==> src/bmpm_defines.svh <==
// Purpose: Offsets, field positions, reset values and timing counts of the power sequencer
// Assumes: 32-bit AXI4-Lite register words, 8-bit byte address
// Notes: Included by bmpm_top only
`ifndef BMPM_DEFINES_SVH
`define BMPM_DEFINES_SVH
`define BMPM_OFS_MODE 8'h00
`define BMPM_OFS_ADC 8'h04
`define BMPM_OFS_TRIP 8'h08
`define BMPM_OFS_THR0 8'h0C
`define BMPM_OFS_STAT 8'h20
`define BMPM_OFS_CACC 8'h24
`define BMPM_OFS_DACC 8'h28
`define BMPM_NUM_THR 5
`define BMPM_MODE_REQ 0
`define BMPM_MODE_SDIV 1
`define BMPM_MODE_SHELF 4
`define BMPM_ADC_SAMP 0
`define BMPM_ADC_DIV 1
`define BMPM_TRIP_C1 0
`define BMPM_TRIP_C2 1
`define BMPM_TRIP_LC 2
`define BMPM_TRIP_CW 3
`define BMPM_TRIP_PW 4
`define BMPM_TRIP_ACC 5
`define BMPM_THR_CELL 0
`define BMPM_THR_PWAKE 1
`define BMPM_THR_SHELF 2
`define BMPM_THR_CHG 3
`define BMPM_THR_DIS 4
`define BMPM_RST_MODE 5'h00
`define BMPM_RST_ADC 4'h0
`define BMPM_RST_TRIP 6'h00
`define BMPM_RST_THR 16'h0000
`define BMPM_POR_LEVEL 16'h0A00
`define BMPM_CLK_HZ 50000000
`define BMPM_HALF_SEC_MS 500
`define BMPM_SLEEP_OSC_HZ 32768
`define BMPM_SHELF_ENTRY_TICKS 32768
`define BMPM_WAKE_TICKS 64
`define BMPM_RESP_OKAY 2'h0
`define BMPM_RESP_SLVERR 2'h2
`endif

==> src/bmpm_pkg.sv <==
// Purpose: Types of the power sequencer
// Assumes: One-hot state codes
// Notes: Constants live in bmpm_defines.svh
package bmpm_pkg;
  typedef enum logic [4:0] {
    BMPM_POR = 5'h01,
    BMPM_RUN = 5'h02,
    BMPM_SAMP = 5'h04,
    BMPM_SAMP_SLEEP = 5'h08,
    BMPM_SHELF = 5'h10
  } bmpm_state_type;
endpackage

==> src/bmpm_top.sv <==
// Purpose: Power-mode sequencer of a battery monitor with AXI4-Lite registers
// Assumes: Measurements arrive on core_clk_i; bus lines and sleep oscillator are async pins
// Notes: Sleep oscillator is sampled, not used as a clock
//
// Decided for this implementation: register access over AXI4-Lite and the placing of the registers.
`include "bmpm_defines.svh"

// Overview of operation
// - Sample enable set, pack above power-on level, no sleep: periodic sampling
// - Sample enable cleared: back to continuous conversion
// - Sampling starts a conversion set every 0.5 s times two to the divider
// - Sample-sleep: analog off, sleep timed by sleep oscillator, one set per wake
// - Enabled cell below cell trip level enters sample-sleep
// - Cell trip blocked while charge wake enabled and current above charge level
// - Host sample-sleep request bit enters sample-sleep
// - Enabled low-current trip below discharge level enters sample-sleep
// - Sleep interval is 0.5 s times two to both dividers
// - Clearing the sample-sleep request returns to continuous conversion
// - Charge wake: current above charge level wakes to continuous conversion
// - Pack wake: pack above pack wake level wakes to continuous conversion
// - Shelf-sleep: no measurement, no accumulation, bus ignored, registers lost
// - Shelf armed by bit or low pack; entered after both lines low long enough
// - Both lines high long enough wake shelf-sleep to continuous conversion
// - After reset, continuous conversion once pack exceeds power-on level
// - Enabled accumulators add the current result every 500 ms
module bmpm_top
  import bmpm_pkg::*;
#(
  parameter int HALF_SEC_CYC = `BMPM_CLK_HZ / 1000 * `BMPM_HALF_SEC_MS,
  parameter int SLEEP_HALF_TICKS = `BMPM_SLEEP_OSC_HZ * `BMPM_HALF_SEC_MS / 1000,
  parameter int SHELF_ENTRY_TICKS = `BMPM_SHELF_ENTRY_TICKS,
  parameter int WAKE_TICKS = `BMPM_WAKE_TICKS,
  parameter logic [15:0] POR_LEVEL = `BMPM_POR_LEVEL
)(
  // Clock and reset
  input wire logic core_clk_i,
  input wire logic resetn_i,
  // AXI4-Lite slave
  input wire logic s_axi_awvalid_i,
  output logic s_axi_awready_o,
  input wire logic [7:0] s_axi_awaddr_i,
  input wire logic s_axi_wvalid_i,
  output logic s_axi_wready_o,
  input wire logic [31:0] s_axi_wdata_i,
  input wire logic [3:0] s_axi_wstrb_i,
  output logic s_axi_bvalid_o,
  input wire logic s_axi_bready_i,
  output logic [1:0] s_axi_bresp_o,
  input wire logic s_axi_arvalid_i,
  output logic s_axi_arready_o,
  input wire logic [7:0] s_axi_araddr_i,
  output logic s_axi_rvalid_o,
  input wire logic s_axi_rready_i,
  output logic [31:0] s_axi_rdata_o,
  output logic [1:0] s_axi_rresp_o,
  // Measurement results
  input wire logic [15:0] cell1_input_i,
  input wire logic [15:0] cell2_input_i,
  input wire logic [15:0] pack_voltage_i,
  input wire logic [15:0] current_i,
  input wire logic conv_done_i,
  // Pins
  input wire logic scl_i,
  input wire logic sda_i,
  input wire logic sleep_osc_i,
  // Converter and system control
  output logic conv_run_o,
  output logic conv_start_o,
  output logic analog_on_o,
  output logic bus_enable_o,
  output logic [4:0] mode_o
);

  bmpm_state_type state_ff, nxt_state;
  logic [4:0] mode_ff;
  logic [3:0] adc_ff;
  logic [5:0] trip_ff;
  logic [15:0] thr_ff [`BMPM_NUM_THR];
  logic [31:0] chg_acc_ff, dis_acc_ff;
  logic analog_on_ff, conv_run_ff, conv_start_ff, bus_en_ff;

  // Three-stage pin synchronisers with agreement filter
  logic [2:0] pin_raw, s1_ff, s2_ff, s3_ff, pin_ff;
  assign pin_raw = {sleep_osc_i, sda_i, scl_i};
  for (genvar g = 0; g < 3; g++)
  begin : g_sync
    always_ff @(posedge core_clk_i or negedge resetn_i)
    begin
      if (!resetn_i)
      begin
        s1_ff[g] <= 1'b0;
        s2_ff[g] <= 1'b0;
        s3_ff[g] <= 1'b0;
        pin_ff[g] <= 1'b0;
      end
      else
      begin
        s1_ff[g] <= pin_raw[g];
        s2_ff[g] <= s1_ff[g];
        s3_ff[g] <= s2_ff[g];
        if (s2_ff[g] == s3_ff[g])
          pin_ff[g] <= s3_ff[g];
      end
    end
  end

  logic osc_q_ff, sl_tick, both_low, both_high;
  always_ff @(posedge core_clk_i or negedge resetn_i)
    if (!resetn_i)
      osc_q_ff <= 1'b0;
    else
      osc_q_ff <= pin_ff[2];
  assign sl_tick = pin_ff[2] & ~osc_q_ff;
  assign both_low = ~pin_ff[0] & ~pin_ff[1];
  assign both_high = pin_ff[0] & pin_ff[1];

  // Half-second tick on the main clock
  logic [31:0] hs_cnt_ff;
  logic hs_tick_ff;
  always_ff @(posedge core_clk_i or negedge resetn_i)
  begin
    if (!resetn_i)
    begin
      hs_cnt_ff <= 32'h0;
      hs_tick_ff <= 1'b0;
    end
    else
    begin
      hs_tick_ff <= (hs_cnt_ff == 32'(HALF_SEC_CYC - 1));
      hs_cnt_ff <= (hs_cnt_ff == 32'(HALF_SEC_CYC - 1)) ? 32'h0 : hs_cnt_ff + 32'h1;
    end
  end

  // Trip and wake comparisons
  logic req, samp_en, pack_ok, shelf_armed, cell_trip, chg_over, lc_trip, sleep_go, wake_go;
  assign req = mode_ff[`BMPM_MODE_REQ];
  assign samp_en = adc_ff[`BMPM_ADC_SAMP];
  assign pack_ok = pack_voltage_i > POR_LEVEL;
  assign shelf_armed = mode_ff[`BMPM_MODE_SHELF] |
                       (pack_voltage_i < thr_ff[`BMPM_THR_SHELF]);
  assign cell_trip = (trip_ff[`BMPM_TRIP_C1] & (cell1_input_i < thr_ff[`BMPM_THR_CELL])) |
                     (trip_ff[`BMPM_TRIP_C2] & (cell2_input_i < thr_ff[`BMPM_THR_CELL]));
  assign chg_over = trip_ff[`BMPM_TRIP_CW] &
                    ($signed(current_i) > $signed(thr_ff[`BMPM_THR_CHG]));
  assign lc_trip = trip_ff[`BMPM_TRIP_LC] &
                   ($signed(current_i) < $signed(thr_ff[`BMPM_THR_DIS]));
  assign sleep_go = (cell_trip & ~chg_over) | req | lc_trip;
  assign wake_go = chg_over |
                   (trip_ff[`BMPM_TRIP_PW] & (pack_voltage_i > thr_ff[`BMPM_THR_PWAKE]));

  // Shelf entry and wake timers on sleep oscillator ticks
  logic [31:0] low_cnt_ff, high_cnt_ff;
  logic shelf_go, wake_done;
  always_ff @(posedge core_clk_i or negedge resetn_i)
  begin
    if (!resetn_i)
      low_cnt_ff <= 32'h0;
    else if (!(shelf_armed && both_low) || state_ff == BMPM_SHELF || state_ff == BMPM_POR)
      low_cnt_ff <= 32'h0;
    else if (sl_tick && low_cnt_ff != 32'(SHELF_ENTRY_TICKS))
      low_cnt_ff <= low_cnt_ff + 32'h1;
  end
  always_ff @(posedge core_clk_i or negedge resetn_i)
  begin
    if (!resetn_i)
      high_cnt_ff <= 32'h0;
    else if (!both_high || state_ff != BMPM_SHELF)
      high_cnt_ff <= 32'h0;
    else if (sl_tick && high_cnt_ff != 32'(WAKE_TICKS))
      high_cnt_ff <= high_cnt_ff + 32'h1;
  end
  assign shelf_go = shelf_armed & both_low & (low_cnt_ff == 32'(SHELF_ENTRY_TICKS));
  assign wake_done = both_high & (high_cnt_ff == 32'(WAKE_TICKS));

  logic req_q_ff, req_fell;
  always_ff @(posedge core_clk_i or negedge resetn_i)
    if (!resetn_i)
      req_q_ff <= 1'b0;
    else
      req_q_ff <= req;
  assign req_fell = req_q_ff & ~req;

  // Mode sequencer
  always_comb
  begin
    nxt_state = state_ff;
    unique case (state_ff)
      BMPM_POR:
        if (pack_ok)
          nxt_state = BMPM_RUN;
      BMPM_SHELF:
        if (wake_done)
          nxt_state = BMPM_RUN;
      BMPM_RUN, BMPM_SAMP:
        if (!pack_ok)
          nxt_state = BMPM_POR;
        else if (shelf_go)
          nxt_state = BMPM_SHELF;
        else if (sleep_go)
          nxt_state = BMPM_SAMP_SLEEP;
        else if (samp_en)
          nxt_state = BMPM_SAMP;
        else
          nxt_state = BMPM_RUN;
      BMPM_SAMP_SLEEP:
        if (!pack_ok)
          nxt_state = BMPM_POR;
        else if (shelf_go)
          nxt_state = BMPM_SHELF;
        else if (wake_go || req_fell)
          nxt_state = BMPM_RUN;
    endcase
  end

  always_ff @(posedge core_clk_i or negedge resetn_i)
  begin
    if (!resetn_i)
    begin
      state_ff <= BMPM_POR;
      conv_run_ff <= 1'b0;
      bus_en_ff <= 1'b0;
    end
    else
    begin
      state_ff <= nxt_state;
      conv_run_ff <= (nxt_state == BMPM_RUN);
      bus_en_ff <= (nxt_state != BMPM_SHELF) && (nxt_state != BMPM_POR);
    end
  end

  // Sampling and sleep interval timers
  logic [7:0] samp_cnt_ff, samp_lim;
  logic [31:0] sl_cnt_ff, sl_lim;
  logic samp_fire, sl_fire;
  assign samp_lim = (8'h01 << adc_ff[3:1]) - 8'h01;
  assign sl_lim = 32'(SLEEP_HALF_TICKS) << ({1'b0, adc_ff[3:1]} + {1'b0, mode_ff[3:1]});
  assign samp_fire = (state_ff == BMPM_SAMP) && hs_tick_ff && (samp_cnt_ff == samp_lim);
  assign sl_fire = (state_ff == BMPM_SAMP_SLEEP) && !analog_on_ff && sl_tick &&
                   (sl_cnt_ff == sl_lim - 32'h1);
  always_ff @(posedge core_clk_i or negedge resetn_i)
  begin
    if (!resetn_i)
      samp_cnt_ff <= 8'h00;
    else if (state_ff != BMPM_SAMP)
      samp_cnt_ff <= 8'h00;
    else if (hs_tick_ff)
      samp_cnt_ff <= samp_fire ? 8'h00 : samp_cnt_ff + 8'h01;
  end
  always_ff @(posedge core_clk_i or negedge resetn_i)
  begin
    if (!resetn_i)
      sl_cnt_ff <= 32'h0;
    else if (state_ff != BMPM_SAMP_SLEEP || analog_on_ff)
      sl_cnt_ff <= 32'h0;
    else if (sl_tick)
      sl_cnt_ff <= sl_fire ? 32'h0 : sl_cnt_ff + 32'h1;
  end
  always_ff @(posedge core_clk_i or negedge resetn_i)
  begin
    if (!resetn_i)
    begin
      conv_start_ff <= 1'b0;
      analog_on_ff <= 1'b0;
    end
    else
    begin
      conv_start_ff <= samp_fire | sl_fire;
      if (nxt_state == BMPM_RUN || nxt_state == BMPM_SAMP)
        analog_on_ff <= 1'b1;
      else if (nxt_state != BMPM_SAMP_SLEEP || state_ff != BMPM_SAMP_SLEEP)
        analog_on_ff <= 1'b0;
      else if (sl_fire)
        analog_on_ff <= 1'b1;
      else if (conv_done_i)
        analog_on_ff <= 1'b0;
    end
  end

  // Charge and discharge accumulators
  logic [16:0] dis_mag;
  assign dis_mag = 17'h00000 - {current_i[15], current_i};
  always_ff @(posedge core_clk_i or negedge resetn_i)
  begin
    if (!resetn_i)
    begin
      chg_acc_ff <= 32'h0;
      dis_acc_ff <= 32'h0;
    end
    else if (state_ff == BMPM_SHELF)
    begin
      chg_acc_ff <= 32'h0;
      dis_acc_ff <= 32'h0;
    end
    else if (state_ff != BMPM_POR && hs_tick_ff && trip_ff[`BMPM_TRIP_ACC])
    begin
      if (!current_i[15])
        chg_acc_ff <= chg_acc_ff + {16'h0000, current_i};
      else
        dis_acc_ff <= dis_acc_ff + {15'h0000, dis_mag};
    end
  end

  // AXI4-Lite slave
  logic aw_got_ff, w_got_ff, awready_ff, wready_ff, bvalid_ff, arready_ff, rvalid_ff;
  logic [7:0] aw_addr_ff;
  logic [31:0] w_data_ff, rdata_ff, wmask, wr_val;
  logic [3:0] w_strb_ff;
  logic [1:0] bresp_ff, rresp_ff;
  logic aw_take, w_take, ar_take, wr_do, nxt_aw_got, nxt_w_got, nxt_bvalid, nxt_rvalid;
  assign aw_take = s_axi_awvalid_i & awready_ff;
  assign w_take = s_axi_wvalid_i & wready_ff;
  assign ar_take = s_axi_arvalid_i & arready_ff;
  assign wr_do = aw_got_ff & w_got_ff & ~bvalid_ff;
  assign nxt_aw_got = aw_take | (aw_got_ff & ~wr_do);
  assign nxt_w_got = w_take | (w_got_ff & ~wr_do);
  assign nxt_bvalid = wr_do | (bvalid_ff & ~s_axi_bready_i);
  assign nxt_rvalid = ar_take | (rvalid_ff & ~s_axi_rready_i);

  function automatic logic mapped(input logic [7:0] a);
    return a[7:2] <= `BMPM_OFS_DACC >> 2;
  endfunction
  function automatic logic [31:0] rd_val(input logic [7:0] a);
    logic [7:0] w;
    logic [31:0] v;
    w = {a[7:2], 2'b00};
    v = 32'h0;
    if (w == `BMPM_OFS_MODE)
      v = {27'h0, mode_ff};
    else if (w == `BMPM_OFS_ADC)
      v = {28'h0, adc_ff};
    else if (w == `BMPM_OFS_TRIP)
      v = {26'h0, trip_ff};
    else if (w >= `BMPM_OFS_THR0 && w < `BMPM_OFS_STAT)
      v = {16'h0000, thr_ff[3'(a[7:2] - (`BMPM_OFS_THR0 >> 2))]};
    else if (w == `BMPM_OFS_STAT)
      v = {25'h0, shelf_armed, analog_on_ff, state_ff};
    else if (w == `BMPM_OFS_CACC)
      v = chg_acc_ff;
    else if (w == `BMPM_OFS_DACC)
      v = dis_acc_ff;
    return v;
  endfunction

  assign wmask = {{8{w_strb_ff[3]}}, {8{w_strb_ff[2]}}, {8{w_strb_ff[1]}}, {8{w_strb_ff[0]}}};
  always_comb
  begin
    wr_val = (rd_val(aw_addr_ff) & ~wmask) | (w_data_ff & wmask);
  end

  always_ff @(posedge core_clk_i or negedge resetn_i)
  begin
    if (!resetn_i)
    begin
      aw_got_ff <= 1'b0;
      w_got_ff <= 1'b0;
      awready_ff <= 1'b0;
      wready_ff <= 1'b0;
      aw_addr_ff <= 8'h00;
      w_data_ff <= 32'h0;
      w_strb_ff <= 4'h0;
      bvalid_ff <= 1'b0;
      bresp_ff <= `BMPM_RESP_OKAY;
    end
    else
    begin
      aw_got_ff <= nxt_aw_got;
      w_got_ff <= nxt_w_got;
      awready_ff <= ~nxt_aw_got & ~nxt_bvalid;
      wready_ff <= ~nxt_w_got & ~nxt_bvalid;
      if (aw_take)
        aw_addr_ff <= s_axi_awaddr_i;
      if (w_take)
      begin
        w_data_ff <= s_axi_wdata_i;
        w_strb_ff <= s_axi_wstrb_i;
      end
      bvalid_ff <= nxt_bvalid;
      if (wr_do)
        bresp_ff <= mapped(aw_addr_ff) ? `BMPM_RESP_OKAY : `BMPM_RESP_SLVERR;
    end
  end

  always_ff @(posedge core_clk_i or negedge resetn_i)
  begin
    if (!resetn_i)
    begin
      arready_ff <= 1'b0;
      rvalid_ff <= 1'b0;
      rdata_ff <= 32'h0;
      rresp_ff <= `BMPM_RESP_OKAY;
    end
    else
    begin
      arready_ff <= ~nxt_rvalid;
      rvalid_ff <= nxt_rvalid;
      if (ar_take)
      begin
        rdata_ff <= rd_val(s_axi_araddr_i);
        rresp_ff <= mapped(s_axi_araddr_i) ? `BMPM_RESP_OKAY : `BMPM_RESP_SLVERR;
      end
    end
  end

  // Control registers; shelf-sleep drops them to reset values
  always_ff @(posedge core_clk_i or negedge resetn_i)
  begin
    if (!resetn_i)
    begin
      mode_ff <= `BMPM_RST_MODE;
      adc_ff <= `BMPM_RST_ADC;
      trip_ff <= `BMPM_RST_TRIP;
      for (int i = 0; i < `BMPM_NUM_THR; i++)
        thr_ff[i] <= `BMPM_RST_THR;
    end
    // Cleared on the entry edge too, so no shelf cycle still shows old contents
    else if (state_ff == BMPM_SHELF || nxt_state == BMPM_SHELF)
    begin
      mode_ff <= `BMPM_RST_MODE;
      adc_ff <= `BMPM_RST_ADC;
      trip_ff <= `BMPM_RST_TRIP;
      for (int i = 0; i < `BMPM_NUM_THR; i++)
        thr_ff[i] <= `BMPM_RST_THR;
    end
    else if (wr_do)
    begin
      if ({aw_addr_ff[7:2], 2'b00} == `BMPM_OFS_MODE)
        mode_ff <= wr_val[4:0];
      else if ({aw_addr_ff[7:2], 2'b00} == `BMPM_OFS_ADC)
        adc_ff <= wr_val[3:0];
      else if ({aw_addr_ff[7:2], 2'b00} == `BMPM_OFS_TRIP)
        trip_ff <= wr_val[5:0];
      else if ({aw_addr_ff[7:2], 2'b00} >= `BMPM_OFS_THR0 &&
               {aw_addr_ff[7:2], 2'b00} < `BMPM_OFS_STAT)
        thr_ff[3'(aw_addr_ff[7:2] - (`BMPM_OFS_THR0 >> 2))] <= wr_val[15:0];
    end
  end

  assign s_axi_awready_o = awready_ff;
  assign s_axi_wready_o = wready_ff;
  assign s_axi_bvalid_o = bvalid_ff;
  assign s_axi_bresp_o = bresp_ff;
  assign s_axi_arready_o = arready_ff;
  assign s_axi_rvalid_o = rvalid_ff;
  assign s_axi_rdata_o = rdata_ff;
  assign s_axi_rresp_o = rresp_ff;
  assign conv_run_o = conv_run_ff;
  assign conv_start_o = conv_start_ff;
  assign analog_on_o = analog_on_ff;
  assign bus_enable_o = bus_en_ff;
  assign mode_o = state_ff;
endmodule

==> config.mk <==
export PLATFORM = sky130hd
export DESIGN_NAME = bmpm_top
export DESIGN_NICKNAME = d
export VERILOG_FILES = /design/src/bmpm_pkg.sv /design/src/bmpm_top.sv
export VERILOG_INCLUDE_DIRS = /design/src
export SDC_FILE = /design/constraint.sdc
export NUM_CORES = 1
export LEC_CHECK = 0
export BUFFER_PORTS_ARGS = -buffer_cell sky130_fd_sc_hd__buf_4
export CAP_MARGIN = 30
export CELL_PAD_IN_SITES_DETAIL_PLACEMENT = 0
export CELL_PAD_IN_SITES_GLOBAL_PLACEMENT = 1
export CORE_MARGIN = 5
export CORE_UTILIZATION = 50
export DETAILED_ROUTE_END_ITERATION = 6
export PLACE_DENSITY_LB_ADDON = 0.1
export SLEW_MARGIN = 20
export SYNTH_ARGS = -nofsm -noshare
export SYNTH_HDL_FRONTEND = slang
export SYNTH_SLANG_ARGS = --single-unit
export TNS_END_PERCENT = 10
==> constraint.sdc <==
create_clock -name core_clk_i -period 12 [get_ports core_clk_i]
set_input_delay 0.6 -clock core_clk_i [delete_from_list [all_inputs] [get_ports core_clk_i]]
set_output_delay 0.6 -clock core_clk_i [all_outputs]
set_load 0.01 [all_outputs]
Word-level counts from Yosys, hierarchy flattened --
Index checks and enable logic that the tools add are counted.
Storage, ports and cells: register bits after elaboration 388, bits in latches 0, bits in writable memories 0, ROM bits 0, bits of input ports 127, output and inout port bits 50, word-level logic and storage cells 291, memories 0
Operators by class: add/subtract/negate cells 13, multipliers 0, divide/modulo/power cells 0, $lt $le $gt $ge 16, equality and inequality tests 39, shift-type cells 2, muxes and demuxes 74, bitwise logic cells 53, reduce and logical (&&, ||, !) cells 46
Operator list (number):
- $mux 32 | 21
- $mux 80 | 6
- $mux 16 | 12
- $add 32x1->32 const B | 4
- $bmux 16 s3 | 2
- $bwmux 80 | 1
- $lt 16x16->1 | 4
- $mux 5 | 10
- $demux 16 s3 | 1
- $eq 6x4->1 const B | 6
- $add 32x16->32 | 1
- $add 32x17->32 | 1
- $and 16x16->16 | 2
- $eq 32x16->1 const B | 1
- $eq 32x25->1 const B | 1
- $eq 32x32->1 | 1
- $eq 32x7->1 const B | 1
- $gt 16x16->1 | 2
- $ne 32x16->1 const B | 1
- $ne 32x7->1 const B | 1
- $shl 15x4->32 const A | 1
- $sub 32x1->32 const B | 1
- $mux 6 | 5
- $and 1x1->1 | 24
- other kinds (48) | 133

Depth between registers and ports, before layout --
depth after elaboration 18, mapped depth 18

Least setup slack after synthesis --
OpenSTA, ideal clock, no wires.
kind flip-flop to flip-flop, from register adc_ff[1], to register sl_cnt_ff[1], library setup time 121 ps, arrival time 4261 ps, path slack 7618 ps, cell stages (with the launch flop) 18, path buffers 2, period minus slack after synthesis 4382 ps, cells stage by stage dfrtp_1 -> ha_1 -> inv_1 -> fa_1 -> xnor2_1 -> a211oi_2 -> nand2_1 -> ha_1 -> clkbuf_1 -> or3b_2 -> nor4_1 -> a311oi_2 -> xnor2_1 -> or4_4 -> o31ai_4 -> inv_2 -> buf_6 -> a22o_1
Between the ends: longest elaborated chain between the ends 8
Ends and longest elaborated chain:
- from (decl) | RTL line bmpm_top.sv:76 | logic [3:0] adc_ff;
- from (signal assigned) | RTL line bmpm_top.sv:410 | adc_ff <= `BMPM_RST_ADC;
- from (signal assigned) | RTL line bmpm_top.sv:419 | adc_ff <= `BMPM_RST_ADC;
- from (signal assigned) | RTL line bmpm_top.sv:429 | adc_ff <= wr_val[3:0];
- $add 3x3->4 | RTL line bmpm_top.sv:236 | assign sl_lim = 32'(SLEEP_HALF_TICKS) << ({1'b0, adc_ff[3:1]} + {1'b0, mode_ff[3:1]});
- $shl 15x4->32 | RTL line bmpm_top.sv:236
- $sub 32x1->32 | RTL line bmpm_top.sv:239 | (sl_cnt_ff == sl_lim - 32'h1);
- $eq 32x32->1 | RTL line bmpm_top.sv:239
- $logic_and 1x1->1 | RTL line bmpm_top.sv:238 | assign sl_fire = (state_ff == BMPM_SAMP_SLEEP) && !analog_on_ff && sl_tick &&
- $mux 32 | RTL line bmpm_top.sv:256 | sl_cnt_ff <= sl_fire ? 32'h0 : sl_cnt_ff + 32'h1;
- $mux 32 | RTL line bmpm_top.sv:255 | else if (sl_tick)
- $mux 32 | RTL line bmpm_top.sv:253 | else if (state_ff != BMPM_SAMP_SLEEP || analog_on_ff)
- to (signal assigned) | RTL line bmpm_top.sv:256
- to (decl) | RTL line bmpm_top.sv:233 | logic [31:0] sl_cnt_ff, sl_lim;
Every way passes these cells. The select of a mux whose other input is x is not followed. A chain may end at the register's enable or synchronous reset.

Worst setup path in the final report --
Ends and elaborated chain as after synthesis.

==> out/results.tsv <==
stage	metric	value	unit
status	status	finished, final reports clean	
floorplanning	die area	52310	um2
timing	worst slew pin tran	0.9835	ns
final_layout	# diodes	0	
routing	Via density	6.115	
grt	pin count of the biggest net entering global routing	102	
timing	Sum Neg Setup Slack	0	ns
pwr	P per Cell Area	170.4	nW/um2
timing	endpoints failing setup	0	
routing	WL per Instance	20.85	um
timing	Final Hold Viols	0	
grt	GRT Total Usage	26.46	%
grt	initial antenna violation count	0	
clocking	Worst-path clk slew	0.06	ns
grt	Top Usage Layer GRT	met2	
synth	Ys Warns	0	
floorplanning	Die Wd	228.7	um
synth	post-synthesis sequential area ratio	40.18	%
place	I/O Buffers	152	
place	routability cong.	0.9085	
floorplanning	io pins	177	
timing	Final Skew	0.03345	ns
clocking	CTS resizes	0	
timing	Final min period	5.301	ns
grt	met3 Use GR	4.447	%
grt	GR met1 Demand/Resource	36.36	%
synth	cell count after synthesis	2633	
routing	DRC	0	
clocking	clock tree from TritonCTS	built	
floorplanning	core area	47550	um2
clocking	clock sink total	384	
clocking	clock insertion delay at the later pin of the skew report	0.59	ns
floorplanning	DIE HEIGHT	228.7	um
synth	ys async rst share	100.0	%
timing	unrepaired setup endpoints after global routing	no	
clocking	total setup buffers inserted after CTS	0	
synth	synthesis-stage register bit count	384	
timing	Tcrit/Tclk final	44.18	%
setup_path	Crit Path Max Fanout	43	
routing	DRT Pass-1 Iters	6	
setup_path	R2R Path Start	adc_ff[1]$_DFFE_PN0P_	
setup_path	slowest stage delay, CP	0.52	ns
grt	first-pass GRT wire length	112.2	mm
setup_path	WS Path Type	register to register	
setup_path	cell breakdown of the critical path	ha_1 > inv_1 > fa_1 > xor2_1 > buf_4 > nand4_1 > ha_1 > or3b_2 > nor4_1 > a311oi_2 > xnor2_1 > or4_4 > o31ai_4 > buf_4 > inv_2 > a22o_1	
setup_path	R2R Path End	sl_cnt_ff[1]$_DFFE_PN0P_	
final_layout	Nets	3020	
synth	Mean Syn Cell Area	9.084	um2
routing	total wire length	70.80	mm
setup_path	Worst Path Arrival	5.77	ns
timing	Max Fclk	188.6	MHz
final_layout	Finished Core Util	57.24	%
setup_path	Setup crit end kind	register	
setup_path	worst reg2reg path depth	16	
synth	post-synth cell types	89	
floorplanning	Rows	80	
grt	vias in the first global route	20110	
setup_path	Critical Path Source	adc_ff[1]$_DFFE_PN0P_	
pwr	maximum VDD drop	0.0001444	V
final_layout	Fill cells	4229	
clocking	clock tree buffer depth	3	
run	max_cap viols	0	
timing	Slew Viols, Final	0	
synth	Most used DFF post-synth	dfrtp_1	
final_layout	synthesis-to-layout area growth	13.78	%
setup_path	Slowest-stage cell, CP	or4_4	
pwr	Leak Pwr	12.44	nW
routing	Starting DRT DRC Count	1605	
min_path	Hold Crit Class	input port to asynchronous set/reset pin	
setup_path	element type at the critical path start	register	
place	Detail Placement HPWL	52.50	mm
clocking	Num CTS Buffers	45	
grt	M2 GR Usage	42.99	%
synth	number of synthesized flops with an enable pin	0	
routing	antenna-violating nets left	0	
final_layout	layout cells sized above 1	12.23	%
setup_path	Setup crit end	sl_cnt_ff[1]$_DFFE_PN0P_	
floorplanning	Initial Utilization	50.31	%
timing	relative slew slack	33.99	%
clocking	clock root buffer	clkbuf_16	
clocking	cts hold-fix bufs	0	
setup_path	register-to-register setup slack	6.70	ns
clocking	htree depth	2	
synth	Post-Syn Area	23920	um2
routing	Vias	20759	
grt	total grt overflow	0	
setup_path	Crit path required time	12.47	ns
## layout make-up
type	instances	area (um2)	area share (%)
inverters	124	465.4	1.710
clock buffers	59	1280	4.703
repair buffers	193	1499	5.508
clock inverters	23	266.5	0.9793
multi-input cells	1997	13320	48.96
well taps	615	769.5	2.827
flip-flops and latches	384	9610	35.31
## registers in the layout, summed over array words and instances (netlist names), 4 cells and up
register / cells
aw_addr_ff: 6
mode_o: 5
sl_cnt_ff: 32
low_cnt_ff: 32
dis_acc_ff: 32
w_data_ff: 16
hs_cnt_ff: 32
thr_ff: 80
trip_ff: 6
samp_cnt_ff: 8
adc_ff: 4
high_cnt_ff: 32
mode_ff: 5
s_axi_rdata_o: 32
chg_acc_ff: 32
## cell families (layout without fill, tap and decap cells)
logic type,after synthesis,count (layout),synth area share [%]
XOR/XNOR,157,157,5.749
AO/OA/AOI/OAI,727,727,20.47
buffers and inverters,253,399,4.274
AND/OR/NAND/NOR,909,909,18.36
other,1,2,0.01568
adder cells (fa/ha/maj),152,152,8.003
flip-flops,384,384,40.18
multiplexers,50,50,2.950
## cell usage in the layout, fill, tap and decap left out, types with 51 or more instances in the layout
master	synthesis	routed
a21oi_1	94	94
nor2_1	307	306
xor2_1	93	93
and3_1	58	58
xnor2_1	64	63
buf_4	4	186
a22oi_1	57	57
nand2_1	191	191
o21ai_0	161	161
o21ai_1	51	51
a211oi_1	89	89
nand3_1	83	83
inv_1	122	122
ha_1	145	145
dfrtp_1	383	383
## synth_stat cells, drive strengths merged (12+ instances only)
cell    instances  share of area [%]
nand3          83                1.7
a22oi          57                1.8
o21ai         212                4.4
nor2b          23               0.60
inv           123                1.9
nor4           28               0.73
buf            20               0.62
a21oi          94                2.0
nand4          44                1.2
and2           21               0.55
mux2i          12               0.50
nand2         192                3.0
ha            145                7.6
nor3           46               0.98
mux2           24                1.1
a221oi         15               0.55
xnor2          64                2.3
a21o           24               0.75
or3            28               0.73
nor2          307                4.8
o22ai          22               0.58
mux4           14                1.3
a22o           37                1.4
dfrtp         383                 40
xor2           93                3.4
nand2b         27               0.71
a211oi         91                2.9
clkbuf        109                1.7
o211ai         39                1.2
a31oi          17               0.44
o31ai          20               0.71
and3           58                1.5
## metal layers
layer | share of wire [%] | up-vias | routed length, um
met4 | 3.2 | 2 | 2233
met5 | 0.038 | - | 27
met3 | 6.4 | 119 | 4529
met1 | 44 | 10112 | 30970
met2 | 47 | 670 | 33040
li1 | - | 9856 | -
## how the worst min path moves through the flow
stage / start / slack, ns / endpoint
3_5_place_dp: s1_ff[0]$_DFF_PN0_ / 0.34 / s2_ff[0]$_DFF_PN0_
5_1_grt: resetn_i / 0.10 / dis_acc_ff[22]$_DFFE_PN0P_
6_report: resetn_i / 0.04 / dis_acc_ff[22]$_DFFE_PN0P_
3_3_place_gp: s1_ff[2]$_DFF_PN0_ / 0.34 / s2_ff[2]$_DFF_PN0_
4_1_cts: resetn_i / 0.06 / dis_acc_ff[22]$_DFFE_PN0P_
2_1_floorplan: resetn_i / 0.30 / adc_ff[0]$_DFFE_PN0P_
## stage by stage
| stage | total power [mW] | cell area, um2 | hold WS [ns] | cells | setup WS (ns) |
|---|---|---|---|---|---|
| floorplan | 2.675 | 23920 | 0.3044 | 2634 | 7.618 |
| global route | 4.899 | 27210 | 0.1007 | 3395 | 6.255 |
| detailed placement | 3.182 | 25600 | 0.3395 | 3309 | 6.554 |
| CTS | 4.636 | 27140 | 0.05733 | 3391 | 6.523 |
| finish | 4.637 | 27210 | 0.03681 | 3395 | 6.699 |
| global placement | 3.144 | 25560 | 0.3382 | 3305 | 6.633 |
## power by group
part           total, mW  internal, mW  switching [mW]
Sequential          1.63          1.44           0.185
Combinational       1.58         0.589           0.988
Clock               1.43         0.861           0.573
Total               4.64          2.89            1.75
## critical path: cells and delay by family (launching register included)
family | cells | cell delay, ns
XOR/XNOR | 2 | 0.59
adder cells (fa/ha/maj) | 3 | 1.03
AO/OA/AOI/OAI | 3 | 0.60
buffers and inverters | 4 | 1.01
AND/OR/NAND/NOR | 4 | 1.39
flip-flops | 1 | 0.51
Power figures use the tool's default switching activity.
